File: src/smbus_xfer_regs.vh
// Register offsets, field positions, reset values and timing for the
// two-wire transfer engine. Definitions only; included by bare name.
`ifndef SMBUS_XFER_REGS_VH
`define SMBUS_XFER_REGS_VH

// Register offsets on the special-function register bus
`define ADDR_DATA_BYTE 8'hc2
`define ADDR_CONTROL 8'hc0
`define ADDR_ACK_CFG 8'hbb

// Control register fields
`define CTL_MASTER 7
`define CTL_TXMODE 6
`define CTL_START 5
`define CTL_STOP 4
`define CTL_ACKNOWLEDGE_REQUEST_FLAG 3
`define CTL_ARBLOST 2
`define CTL_ACK 1
`define CTL_SI 0

// Acknowledge configuration field
`define CFG_HWACK 0

// Reset values
`define RST_DATA_BYTE 8'h00
`define RST_ACK_CFG 1'b0

// Bus timing: one quarter of a bus clock period
`define T_QUARTER_NS 2500
`define CLK_MHZ 100

// Bit phases inside one bus clock period
`define PH_0 2'h0
`define PH_1 2'h1
`define PH_2 2'h2
`define PH_3 2'h3

// Last bit index of a byte
`define LAST_BIT 3'h7

`endif

File: src/byte_fifo.v
// Flip-flop FIFO with registered output word, valid and ready both sides.
// Assumes one clock domain and a synchronous active-high reset.
`timescale 1ns/1ps
`default_nettype none
module byte_fifo #(
    parameter WIDTH = 8,
    parameter DEPTH = 16,
    parameter AW = 4
) (
    input wire clk_sys_i,
    input wire reset_i,
    input wire [WIDTH-1:0] in_data_i,
    input wire in_valid_i,
    output reg in_ready_o,
    output reg [WIDTH-1:0] out_data_o,
    output reg out_valid_o,
    input wire out_ready_i
);
    reg [WIDTH-1:0] mem [0:DEPTH-1];
    reg [AW-1:0] wptr;
    reg [AW-1:0] rptr;
    reg [AW:0] count;
    wire push = in_valid_i & in_ready_o;
    wire pop = out_valid_o & out_ready_i;
    wire [AW-1:0] next_rptr = pop ? rptr + 1'b1 : rptr;
    wire [AW:0] next_count = count + {{AW{1'b0}}, push}
                             - {{AW{1'b0}}, pop};

    // Storage write
    always @(posedge clk_sys_i) begin
        if (push) begin
            mem[wptr] <= in_data_i;
        end
    end

    // Pointers, flags and the registered head word
    always @(posedge clk_sys_i) begin
        if (reset_i) begin
            wptr <= {AW{1'b0}};
            rptr <= {AW{1'b0}};
            count <= {(AW+1){1'b0}};
            in_ready_o <= 1'b1;
            out_valid_o <= 1'b0;
            out_data_o <= {WIDTH{1'b0}};
        end else begin
            if (push) begin
                wptr <= wptr + 1'b1;
            end
            rptr <= next_rptr;
            count <= next_count;
            in_ready_o <= (next_count != DEPTH[AW:0]);
            out_valid_o <= (next_count != {(AW+1){1'b0}});
            if (push && (wptr == next_rptr)) begin
                out_data_o <= in_data_i; // Bypass into empty head
            end else begin
                out_data_o <= mem[next_rptr];
            end
        end
    end
endmodule
`default_nettype wire

File: src/smbus_master_transfer_engine.v
// Master transfer engine of a two-wire serial interface with its data,
// control and acknowledge configuration registers on the SFR bus.
// Assumes open-drain pins resolved outside; pins come from another domain.
`include "smbus_xfer_regs.vh"
`timescale 1ns/1ps
`default_nettype none
module smbus_master_transfer_engine #(
    parameter QTR_CYCLES = (`T_QUARTER_NS * `CLK_MHZ) / 1000,
    parameter FIFO_DEPTH = 16,
    parameter FIFO_AW = 4
) (
    input wire clk_sys_i,
    input wire reset_i,
    input wire [7:0] sfr_addr_i,
    input wire sfr_wr_i,
    input wire sfr_rd_i,
    input wire [7:0] sfr_wdata_i,
    output reg [7:0] sfr_rdata_o,
    input wire scl_i,
    output reg scl_o,
    output reg scl_oe_o,
    input wire sda_i,
    output reg sda_o,
    output reg sda_oe_o,
    output reg si_o,
    output reg master_o,
    output reg txmode_o,
    output wire [7:0] rx_byte_o,
    output wire rx_valid_o,
    input wire rx_ready_i
);
    // One-hot engine states
    localparam [5:0] S_IDLE = 6'h01;
    localparam [5:0] S_START = 6'h02;
    localparam [5:0] S_BIT = 6'h04;
    localparam [5:0] S_ACK = 6'h08;
    localparam [5:0] S_HOLD = 6'h10;
    localparam [5:0] S_STOP = 6'h20;

    reg [5:0] state;
    reg [1:0] phase;
    reg [2:0] bitcnt;
    reg [15:0] qcnt;
    reg [7:0] serial_data_byte;
    reg start_request;
    reg stop_request;
    reg acknowledge_request_flag;
    reg ack_bit;
    reg hw_acknowledge_enable;
    reg dat_written;
    reg scl_m;
    reg scl_s;
    reg sda_m;
    reg sda_s;
    wire fifo_ready;
    wire qtick = (qcnt == 16'h0000);
    wire wr_data = sfr_wr_i && (sfr_addr_i == `ADDR_DATA_BYTE);
    wire wr_ctl = sfr_wr_i && (sfr_addr_i == `ADDR_CONTROL);
    wire wr_cfg = sfr_wr_i && (sfr_addr_i == `ADDR_ACK_CFG);
    wire byte_end = (state == S_BIT) && qtick && (phase == `PH_3)
                    && (bitcnt == `LAST_BIT);
    wire rx_push = byte_end && !txmode_o && fifo_ready;
    wire byte_stall = byte_end && !txmode_o && !fifo_ready;

    // Received bytes leave through a FIFO; a full FIFO stalls the bus
    byte_fifo #(
        .WIDTH(8),
        .DEPTH(FIFO_DEPTH),
        .AW(FIFO_AW)
    ) u_rx_fifo (
        .clk_sys_i(clk_sys_i),
        .reset_i(reset_i),
        .in_data_i(serial_data_byte),
        .in_valid_i(rx_push),
        .in_ready_o(fifo_ready),
        .out_data_o(rx_byte_o),
        .out_valid_o(rx_valid_o),
        .out_ready_i(rx_ready_i)
    );

    // Two-stage synchronisers for the bus pins
    always @(posedge clk_sys_i) begin
        if (reset_i) begin
            scl_m <= 1'b1;
            scl_s <= 1'b1;
            sda_m <= 1'b1;
            sda_s <= 1'b1;
        end else begin
            scl_m <= scl_i;
            scl_s <= scl_m;
            sda_m <= sda_i;
            sda_s <= sda_m;
        end
    end

    // Quarter-period tick generator
    always @(posedge clk_sys_i) begin
        if (reset_i || qtick) begin
            qcnt <= QTR_CYCLES[15:0] - 16'h0001;
        end else begin
            qcnt <= qcnt - 16'h0001;
        end
    end

    // Data register: CPU writes while byte-done, else MSB-first shifting
    always @(posedge clk_sys_i) begin
        if (reset_i) begin
            serial_data_byte <= `RST_DATA_BYTE;
        end else if (wr_data && si_o) begin
            serial_data_byte <= sfr_wdata_i;
        end else if (!si_o && (state == S_BIT) && qtick
                     && (phase == `PH_2) && scl_s) begin
            serial_data_byte <= {serial_data_byte[6:0], sda_s};
        end
    end

    // Configuration register
    always @(posedge clk_sys_i) begin
        if (reset_i) begin
            hw_acknowledge_enable <= `RST_ACK_CFG;
        end else if (wr_cfg) begin
            hw_acknowledge_enable <= sfr_wdata_i[`CFG_HWACK];
        end
    end

    // Register read port
    always @(posedge clk_sys_i) begin
        if (reset_i) begin
            sfr_rdata_o <= 8'h00;
        end else if (sfr_rd_i) begin
            case (sfr_addr_i)
                `ADDR_DATA_BYTE: sfr_rdata_o <= serial_data_byte;
                `ADDR_CONTROL: sfr_rdata_o <= {master_o, txmode_o,
                    start_request, stop_request, acknowledge_request_flag,
                    1'b0, ack_bit, si_o};
                `ADDR_ACK_CFG: sfr_rdata_o <= {7'h00, hw_acknowledge_enable};
                default: sfr_rdata_o <= 8'h00;
            endcase
        end
    end

    // Control bits and the transfer state machine
    always @(posedge clk_sys_i) begin
        if (reset_i) begin
            state <= S_IDLE;
            phase <= `PH_0;
            bitcnt <= 3'h0;
            si_o <= 1'b0;
            master_o <= 1'b0;
            txmode_o <= 1'b0;
            start_request <= 1'b0;
            stop_request <= 1'b0;
            acknowledge_request_flag <= 1'b0;
            ack_bit <= 1'b0;
            dat_written <= 1'b0;
            scl_o <= 1'b0;
            sda_o <= 1'b0;
            scl_oe_o <= 1'b0;
            sda_oe_o <= 1'b0;
        end else begin
            // Software side of the control register
            if (wr_ctl) begin
                start_request <= sfr_wdata_i[`CTL_START];
                stop_request <= sfr_wdata_i[`CTL_STOP];
                ack_bit <= sfr_wdata_i[`CTL_ACK];
                if (!sfr_wdata_i[`CTL_SI]) begin
                    si_o <= 1'b0;
                end
            end
            if (wr_data && si_o) begin
                dat_written <= 1'b1;
            end
            case (state)
                S_IDLE: begin
                    dat_written <= 1'b0;
                    scl_oe_o <= 1'b0;
                    sda_oe_o <= 1'b0;
                    phase <= `PH_0;
                    if (start_request && !si_o) begin
                        state <= S_START;
                    end
                end
                S_START: if (qtick) begin
                    case (phase)
                        `PH_0: begin
                            sda_oe_o <= 1'b0;
                            phase <= `PH_1;
                        end
                        `PH_1: begin
                            scl_oe_o <= 1'b0;
                            phase <= `PH_2;
                        end
                        `PH_2: if (scl_s) begin
                            sda_oe_o <= 1'b1; // START: data falls, clock high
                            phase <= `PH_3;
                        end
                        default: begin
                            scl_oe_o <= 1'b1;
                            phase <= `PH_0;
                            master_o <= 1'b1;
                            txmode_o <= 1'b1;
                            si_o <= 1'b1;
                            state <= S_HOLD;
                        end
                    endcase
                end
                S_BIT: if (qtick) begin
                    case (phase)
                        `PH_0: begin
                            // Transmit drives MSB; receive releases data
                            sda_oe_o <= txmode_o & ~serial_data_byte[7];
                            phase <= `PH_1;
                        end
                        `PH_1: begin
                            scl_oe_o <= 1'b0;
                            phase <= `PH_2;
                        end
                        `PH_2: if (scl_s) begin
                            phase <= `PH_3;
                        end
                        default: begin
                            scl_oe_o <= 1'b1;
                            if (bitcnt != `LAST_BIT) begin
                                bitcnt <= bitcnt + 3'h1;
                                phase <= `PH_0;
                            end else if (!byte_stall) begin
                                bitcnt <= 3'h0;
                                phase <= `PH_0;
                                if (txmode_o || hw_acknowledge_enable) begin
                                    state <= S_ACK;
                                end else begin
                                    acknowledge_request_flag <= 1'b1;
                                    si_o <= 1'b1;
                                    state <= S_HOLD;
                                end
                            end
                        end
                    endcase
                end
                S_ACK: if (qtick) begin
                    case (phase)
                        `PH_0: begin
                            sda_oe_o <= ~txmode_o & ack_bit;
                            phase <= `PH_1;
                        end
                        `PH_1: begin
                            scl_oe_o <= 1'b0;
                            phase <= `PH_2;
                        end
                        `PH_2: if (scl_s) begin
                            if (txmode_o) begin
                                ack_bit <= ~sda_s;
                            end
                            phase <= `PH_3;
                        end
                        default: begin
                            scl_oe_o <= 1'b1; // Data kept: no STOP as clock falls
                            phase <= `PH_0;
                            state <= S_HOLD;
                            if (txmode_o || hw_acknowledge_enable) begin
                                si_o <= 1'b1;
                            end
                        end
                    endcase
                end
                S_HOLD: begin
                    scl_oe_o <= 1'b1;
                    phase <= `PH_0;
                    if (!si_o && !wr_ctl) begin
                        if (acknowledge_request_flag) begin
                            acknowledge_request_flag <= 1'b0;
                            state <= S_ACK;
                        end else if (stop_request) begin
                            state <= S_STOP;
                        end else if (start_request) begin
                            state <= S_START;
                        end else begin
                            if (txmode_o && !dat_written) begin
                                txmode_o <= 1'b0;
                            end else if (!txmode_o && dat_written) begin
                                txmode_o <= 1'b1;
                            end
                            dat_written <= 1'b0; // Mode decided, forget the write
                            state <= S_BIT;
                        end
                    end
                end
                S_STOP: if (qtick) begin
                    case (phase)
                        `PH_0: begin
                            sda_oe_o <= 1'b1;
                            phase <= `PH_1;
                        end
                        `PH_1: begin
                            scl_oe_o <= 1'b0;
                            phase <= `PH_2;
                        end
                        `PH_2: if (scl_s) begin
                            sda_oe_o <= 1'b0; // STOP: data rises, clock high
                            phase <= `PH_3;
                        end
                        default: begin
                            phase <= `PH_0;
                            stop_request <= 1'b0;
                            master_o <= 1'b0;
                            txmode_o <= 1'b0;
                            state <= S_IDLE;
                        end
                    endcase
                end
                default: state <= S_IDLE;
            endcase
        end
    end
endmodule
`default_nettype wire

File: config.mk
export PLATFORM = sky130hd
export DESIGN_NAME = smbus_master_transfer_engine
export DESIGN_NICKNAME = d
export VERILOG_FILES = /design/src/byte_fifo.v /design/src/smbus_master_transfer_engine.v
export VERILOG_INCLUDE_DIRS = /design/src
export SDC_FILE = /design/constraint.sdc
export NUM_CORES = 1
export LEC_CHECK = 0
export BUFFER_PORTS_ARGS = -buffer_cell sky130_fd_sc_hd__buf_2
export CAP_MARGIN = 20
export CORE_MARGIN = 1.5
export CORE_UTILIZATION = 56
export CTS_BUF_LIST = sky130_fd_sc_hd__clkbuf_4 sky130_fd_sc_hd__clkbuf_8
export CTS_CLUSTER_DIAMETER = 50
export DETAILED_ROUTE_END_ITERATION = 8
export MAX_ROUTING_LAYER = met4
export PLACE_DENSITY = 0.72
export SYNTH_ARGS = -nofsm -noshare
export SYNTH_HDL_FRONTEND = slang
export SYNTH_SLANG_ARGS = --single-unit
File: constraint.sdc
create_clock -name clk_sys_i -period 4.9 [get_ports clk_sys_i]
set_input_delay 0.735 -clock clk_sys_i [delete_from_list [all_inputs] [get_ports clk_sys_i]]
set_output_delay 0.735 -clock clk_sys_i [all_outputs]
set_load 0.02 [all_outputs]
---- Word-level counts from Yosys, hierarchy flattened ----
Memories as Yosys holds them, arrays and structs flattened. A register that Yosys moved wholly into a read port is not among the register bits.
Index checks and enable logic that the tools add are counted.
storage, ports and cells
  logic and storage cells ................. 230
  memories kept ........................... 1
  flip-flop bits (word level) ............. 73
  input port bits ......................... 23
  bits in writable memories ............... 128
memory list
  name           words  bits a word  read ports  clocked after memory_dff  write ports  RTL line        RTL
  u_rx_fifo.mem  16     8            1           1                         1            byte_fifo.v:19  reg [WIDTH-1:0] mem [0:DEPTH-1];
operators by class
  multiplexer cells ....................... 95
  equality and inequality tests ........... 45
  reduce and logical (&&, ||, !) cells .... 49
  bitwise logic cells ..................... 8
  add/sub/neg operators ................... 6
operators with widths
  operator                                                number
  2-to-1 mux 6 bit                                        12
  2-to-1 mux 1 bit                                        56
  inequality test 2 bit (second input constant)           18
  case mux 6 bit (5 select lines)                         1
  equality test 8 bit (second input constant)             3
  case mux 8 bit (3 select lines)                         1
  AND reduction 10 bit                                    2
  logical AND 1 bit                                       18
  case mux 2 bit (3 select lines)                         3
  logical NOT 16 bit                                      1
  2-to-1 mux 8 bit                                        2
  subtractor 16 x 1 -> 16 bit (second input constant)     1
  inequality test 3 bit (second input constant)           5
  inequality test 2 x 1 -> 1 bit (second input constant)  6
  case mux 1 bit (2 select lines)                         6
  AND reduction 11 bit                                    1
  2-to-1 mux 2 bit                                        5
  AND reduction 5 bit                                     2
  nonzero test 5 bit                                      2
  2-to-1 mux 3 bit                                        3
  OR reduction 3 bit                                      3
  adder 4 x 1 -> 4 bit (second input constant)            2
  AND reduction 4 bit                                     2
  AND reduction 7 bit                                     1
  29 further kinds                                        47

---- Logic depth before layout (Yosys ltp) ----
Gate-level depths: netlist (run 1).
  depth after elaboration ................. 11
  gate-level depth with buffers ........... 14

---- Hierarchy ----
Synthesis (run 1) repeated with hierarchy kept, for this count alone.
unflattened totals
  cell total of the unflattened synthesis .. 885
  area, all modules ....................... 10002.1 sq um
modules (own cells, without submodules)
  module                        cells an instance  times used  area an instance (sq um)
  byte_fifo                     504                1           6815.3
  smbus_master_transfer_engine  381                1           3186.8

---- Least setup slack after synthesis (run 1) ----
No wires, ideal clock.
  kind .................................... register to register
  start point ............................. reg qcnt[10]
  end point ............................... reg u_rx_fifo.out_valid_o
  period minus slack after synthesis ...... 3.340 ns
  setup time .............................. 0.132 ns
  stages on the path, launching flop included .. 10
  arrival time ............................ 3.208 ns
  slack ................................... 1.560 ns
  path through ............................ dfxtp_1 or4_1 or4_4 nor4_4 ha_1 inv_1 fa_1 xnor2_1 nor4b_1 a21oi_1
between the ends
  longest elaborated chain between the ends .. 10
RTL lines
  item                            RTL line                            RTL
  start, declared                 smbus_master_transfer_engine.v:43   reg [15:0] qcnt;
  start signal, assigned          smbus_master_transfer_engine.v:99   qcnt <= QTR_CYCLES[15:0] - 16'h0001;
  start signal, assigned          smbus_master_transfer_engine.v:101  qcnt <= qcnt - 16'h0001;
  logical NOT 16 bit              smbus_master_transfer_engine.v:56   wire qtick = (qcnt == 16'h0000);
  logical AND 1 bit (3 in a row)  smbus_master_transfer_engine.v:60   wire byte_end = (state == S_BIT) && qtick && (phase == `PH_3)
  logical AND 1 bit (2 in a row)  smbus_master_transfer_engine.v:62   wire rx_push = byte_end && !txmode_o && fifo_ready;
  AND 1 bit                       byte_fifo.v:23                      wire push = in_valid_i & in_ready_o;
  via u_rx_fifo.push              byte_fifo.v:23
  adder 5 x 1 -> 5 bit            byte_fifo.v:26                      wire [AW:0] next_count = count + {{AW{1'b0}}, push}
  subtractor 5 x 1 -> 5 bit       byte_fifo.v:27                      - {{AW{1'b0}}, pop};
  nonzero test 5 bit              byte_fifo.v:52                      out_valid_o <= (next_count != {(AW+1){1'b0}});
  end signal, assigned            byte_fifo.v:52
  end, declared                   byte_fifo.v:16                      output reg out_valid_o,
The timed path passes the listed nets, and every way through them passes these cells.
A chain may end at the register's enable or synchronous reset.

---- Worst setup path in the final report (run 1) ----
  start point ............................. reg qcnt[10]
  end point ............................... reg u_rx_fifo.in_ready_o
between the ends
  longest elaborated chain between the ends .. 10
RTL lines
  item                            RTL line                           RTL
  logical NOT 16 bit              smbus_master_transfer_engine.v:56
  logical AND 1 bit (3 in a row)  smbus_master_transfer_engine.v:60
  logical AND 1 bit (2 in a row)  smbus_master_transfer_engine.v:62
  AND 1 bit                       byte_fifo.v:23
  via u_rx_fifo.push              byte_fifo.v:23
  adder 5 x 1 -> 5 bit            byte_fifo.v:26
  subtractor 5 x 1 -> 5 bit       byte_fifo.v:27
  inequality test 5 bit           byte_fifo.v:51                     in_ready_o <= (next_count != DEPTH[AW:0]);
  end signal, assigned            byte_fifo.v:51
  end, declared                   byte_fifo.v:14                     output reg in_ready_o,
The timed path passes the listed nets, and every way through them passes these cells.

==> flow_summary.toml, run 1 <==
[run_status]
status = "completed"

[global_route]
grt_pass1_wl_um = 35700
antenna_found_initial = 0
grt_overflow_total = 0
grt_usage = 0.260
grt_pass1_vias = 6832
grt_max_degree = 44

[clock_network]
clk_path_buf_depth = 3
numCtsBuffers = 36
postCtsHoldBufs = 0
root_buffer = "clkbuf_8"
cts_tree = "done"
cts.sinks = 209
htreeDepth = 2
post_cts_resized = 0
cts_setup_buffers = 0
cts.reportedPaths.clkPinSlew_ns = 0.06
clkLatencyLatePin_ns = 0.52

[critical_path]
crit_required_ns = 5.27
critPathKind = "flip-flop to flip-flop"
critPathCaptureType = "flip-flop"
worstPathArrival_ns = 4.14
start_kind = "flip-flop"
cp_max_fo = 8

[pwr]
p_leak_nw = 3.87
ir_worst_vdd_mv = 0.272
power_density_mw_per_mm2 = 402

[sta]
fin_crit_ns = 3.77
setup_viol_count_final = 0
worst_pin_slew_ns = 1.05
slew_violations = 0
skew_ns = 0.0269
period_share = 0.769
max_slew_margin = 0.294
fin_tns_setup_ns = 0
rsz0062_at_grt = "no"
timing.fmax_mhz = 265
finalHoldViolCount = 0
setup_ws_ns = 1.13

[floorplanning]
core_area_mm2 = 0.0172
ioPinCount = 47
rows = 48
dieArea_mm2 = 0.0183
initial_utilization = 0.570
die_y_um = 135
die_w_um = 135

[synth]
avgSynthCellArea_um2 = 11.8
yosys_register_bits = 209
async_reset_ff_frac = 0
synth-edff-count = 128
netlist_instances = 834
syn-cell-area_mm2 = 0.00982
ys_types = 68
synth_seq_area_share = 0.557
ys_warn_count = 0
ys.flop_type = "edfxtp_1"

[routing]
routedWlPerCell_um = 20.1
vias = 6985
dr_wl_met2_um = 10900
wl_met1_um = 9510
top_layer = "met4"
post-route-drc-count = 0
drt_iter0_markers = 473
drtPass1Iterations = 5
final_antenna_net_count = 0
vias_per_cell = 6.17
wl_met3_um = 1490
wirelength_um = 22700

[cells_and_area]
fin_nets = 923
fin_area_mm2 = 0.0109
fillers = 1321
instances_no_fill = 1132
seq_area_mm2 = 0.00547
num_antenna_cells = 0
layout-drive-gt1-share = 0.162
multi_input_area_mm2 = 0.00409
synthToLayoutAreaGrowth_pct = 11.2

[hold_path]
hp-class = "input port to flip-flop"

[place]
dp_hpwl_um = 15500
port_buffers = 44
placed_area_mm2 = 0.0102
pre_cts_ws_ns = 1.18
gp_congestion = 0.886
post-place-cells = 1064

[job]
maxCapViolCount = 0
area by class of cell:
type                    instances  share of cell area
flip-flops and latches        209               0.501
multi-input cells             557               0.374
clock buffers                  50              0.0567
well taps                     225              0.0258
repair buffers                 51              0.0247
clock inverters                16             0.00985
inverters                      24             0.00825
cell families (layout without fill, tap and decap cells):
group	Yosys count	in the layout	synth area share
AO/OA/AOI/OAI	139	139	0.0951
multiplexers	102	102	0.124
flip-flops	209	209	0.557
AND/OR/NAND/NOR	267	267	0.144
XOR/XNOR	26	26	0.0246
buffers and inverters	69	141	0.0278
adder cells (fa/ha/maj)	21	21	0.0275
other	1	2	0.000382
cell usage after synthesis, types with 13 or more instances:
cell        n  area share
nor2b_1    14      0.0089
or3_1      13      0.0083
a21oi_1    35       0.018
nor2_1     81       0.031
dfxtp_1    81        0.17
edfxtp_1  128        0.39
a211oi_1   34       0.026
nand2_1    46       0.018
ha_1       20       0.025
o21ai_0    15      0.0076
inv_1      22      0.0084
mux4_2     15       0.034
and3_1     16       0.010
nand3_1    21       0.011
nor3_1     14      0.0071
clkbuf_1   33       0.013
xor2_1     13       0.012
mux2i_1    77       0.078
power breakdown:
group          internal, W  switching [W]
combinational     0.000365       0.000485
sequential         0.00190      0.0000662
clock             0.000877       0.000697
worst max-delay path, stage by stage, from the launching register on:
cell	delay, ns
dfxtp_1	0.35
or4_1	0.61
or4_4	0.59
nor4_4	0.60
ha_1	0.28
inv_1	0.06
fa_1	0.44
xnor2_1	0.17
nor4b_1	0.39
nand2_1	0.13
sequential cells by signal, indices dropped and copies added, names as in the netlist, 2 cells and up:
name and flops:
u_rx_fifo.mem 128, qcnt 16, serial_data_byte 8, sfr_rdata_o 8, u_rx_fifo.out_data_o 8, state 6
u_rx_fifo.count 5, u_rx_fifo.rptr 4, u_rx_fifo.wptr 4, bitcnt 3, phase 2
per-stage QoR:
step,util,total power [W],hold WS (ns)
2_1_floorplan,-,0.00265,0.381
3_3_place_gp,0.591,0.00281,0.396
3_5_place_dp,0.591,0.00284,0.399
4_1_cts,0.633,0.00441,0.383
5_1_grt,0.634,0.00458,0.387
6_report,0.634,0.00440,0.412
per-layer routing:
metal / global-route usage / vias up
met3: 0.0404 / 51
met4: 0.123 / 0
met5: - / -
li1: - / 3227
met1: 0.340 / 3409
met2: 0.401 / 298
final timing paths:
path	startpoint	endpoint	slack [ns]	cells past startpoint
worst max-delay path	qcnt[10]	u_rx_fifo.in_ready_o	1.13	9
worst min-delay path	sda_i	sda_m	0.41	2
worst max register to register	qcnt[10]	u_rx_fifo.in_ready_o	1.13	9
worst min register to register	sda_m	sda_s	0.41	1
cells in the final DEF, fill, tap and decap left out, types with 14 or more instances in the layout:
cell type | synthesis | final
mux4_2 | 15 | 15
ha_1 | 20 | 20
edfxtp_1 | 128 | 128
mux2i_1 | 77 | 77
nand2_1 | 46 | 46
a211oi_1 | 34 | 34
clkbuf_8 | 0 | 39
and3_1 | 16 | 16
nand3_1 | 21 | 21
buf_2 | 5 | 45
inv_1 | 22 | 22
nor2b_1 | 14 | 14
o21ai_0 | 15 | 15
nor2_1 | 81 | 81
dfxtp_1 | 81 | 80
nor3_1 | 14 | 14
a21oi_1 | 35 | 35
No activity file was read; power rests on OpenSTA's default activity.
==> run 2, diff against run 1 <==
==> constraint.sdc (replaced) <==
create_clock -name clk_sys_i -period 3.5 [get_ports clk_sys_i]
set_input_delay 0.525 -clock clk_sys_i [delete_from_list [all_inputs] [get_ports clk_sys_i]]
set_output_delay 0.525 -clock clk_sys_i [all_outputs]
set_load 0.02 [all_outputs]
==> run 2 against run 1 <==
Net effect: sequential power increased by 39%; final area up 2.3%; first-iteration DRC count grew 21%; critical endpoint unchanged; fmax is 17% higher; critical path type unchanged; register-to-register slack lost 0.86 ns.
==> flow_summary.toml, run 2 (synthesized netlist as in run 1, its figures left out) <==
[floorplanning]
core_area_mm2 = 0.0172
initial_utilization = 0.570
ioPinCount = 47
die_w_um = 135
dieArea_mm2 = 0.0183
rows = 48
die_y_um = 135

[critical_path]
critPathKind = "flip-flop to flip-flop"
cp_max_fo = 4
cpMostUsedCell = "inv_1"
worstPathArrival_ns = 3.63
crit_chain = "or4_1 > or4_4 > nor4_4 > ha_1 > inv_1 > fa_1 > inv_1 > a21o_1 > a21oi_1 > xnor2_1 > nor2_1 > nand2_1"
path_buf_inv = 2
crit_required_ns = 3.90
cp_slowest_cell = "or4_1"
max_stage_delay_ns = 0.60
critPathCaptureType = "flip-flop"
start_kind = "flip-flop"
critPathTopFamily = "simple AND/OR/NAND/NOR gates"

[cells_and_area]
final_common_cell = "edfxtp_1"
final_cell_mix = "edfxtp_1, nor2_1, dfxtp_1"
reg_top3 = "u_rx_fifo.mem (128), qcnt (16)"
synthToLayoutAreaGrowth_pct = 13.7
fin_area_mm2 = 0.0112
layout-drive-gt1-share = 0.189
num_antenna_cells = 0
largest_register_ffs = 128
fin_nets = 950
regMostFlops = "u_rx_fifo.mem"

[clock_network]
root_buffer = "clkbuf_8"
cts_tree = "done"
clk_path_buf_depth = 3
clkLatencyLatePin_ns = 0.52
numCtsBuffers = 35
htreeDepth = 2
postCtsHoldBufs = 0
cts.sinks = 209
cts.reportedPaths.clkPinSlew_ns = 0.06

[job]
maxCapViolCount = 0

[routing]
drtPass1Iterations = 4
routedWlPerCell_um = 20.1
final_antenna_net_count = 0
vias_per_cell = 6.03
wirelength_um = 23200
post-route-drc-count = 0
vias = 6973
drt_iter0_markers = 573

[place]
placed_area_mm2 = 0.0104
gp_congestion = 0.866
port_buffers = 44
dp_hpwl_um = 15800
pre_cts_ws_ns = 0.199

[sta]
fin_crit_ns = 3.23
finalHoldViolCount = 0
worst_pin_slew_ns = 0.846
max_slew_margin = 0.435
setup_viol_count_final = 0
period_share = 0.922
rsz0062_at_grt = "no"
slew_violations = 0
skew_ns = 0.0180
setup_ws_ns = 0.275
timing.fmax_mhz = 310
fin_tns_setup_ns = 0

[global_route]
grt_usage = 0.266
grt_pass1_vias = 7066
antenna_found_initial = 0
grt_max_degree = 45
grt_overflow_total = 0
grt_pass1_wl_um = 36500

[pwr]
power_density_mw_per_mm2 = 563
p_leak_nw = 4.04
ir_worst_vdd_mv = 0.520

[hold_path]
hp-class = "input port to flip-flop"

[run_status]
status = "completed"
==> run 2: cell count changes in the layout (fill, tap and decap cells not counted), sizes merged <==
cell	change
clkinvlp	-2
bufinv	+1
clkinv	-7
clkbuf	+3
buf	+29
==> run 2: final timing paths <==
kind                start                   end  slack (ns)  cells after the start
setup reg to reg  qcnt[2]  u_rx_fifo.in_ready_o        0.27                     12
hold reg to reg     scl_m                 scl_s        0.42                      1
hold / removal      sda_i                 sda_m        0.19                      2
setup / recovery  qcnt[2]  u_rx_fifo.in_ready_o        0.27                     12
==> run 2: layer usage <==
metal | vias up | GRT usage | part of all wire
li1 | 3290 | - | -
met1 | 3406 | 0.325 | 0.41
met2 | 216 | 0.435 | 0.49
met3 | 61 | 0.0453 | 0.056
met4 | 0 | 0.122 | 0.041
met5 | - | - | 0
==> run 2: power breakdown <==
part	total [W]	internal, W	switching (W)	leakage (nW)
clock	0.00227	0.00134	0.000938	0.392
sequential	0.00274	0.00267	0.0000762	1.85
combinational	0.00127	0.000551	0.000720	1.80
total	0.00629	0.00455	0.00173	4.04
==> run 2: cell type report <==
cell class	instances	area, um^2
Inverter	24	90.1
Fill cell	1286	6070
Clock buffer	54	656
Sequential cell	209	5470
Multi-Input combinational cell	557	4100
Tap cell	225	282
Clock inverter	8	83.8
Timing Repair Buffer	79	495
==> run 2: stage by stage <==
step                      hold WS, ns  instances  utilization  total power, W
after floorplan                 0.381        835            -         0.00371
after global placement          0.395       1094        0.604         0.00398
after detailed placement        0.403       1094        0.604         0.00403
after CTS                       0.173       1156        0.647         0.00631
after global routing            0.178       1156        0.648         0.00654
final                           0.194       1156        0.648         0.00629
==> run 2: repair_timing <==
item                                    CTS  global route
endpoints found under the setup margin    0             2
setup buffers                             0             0
gates resized for setup                   0             2
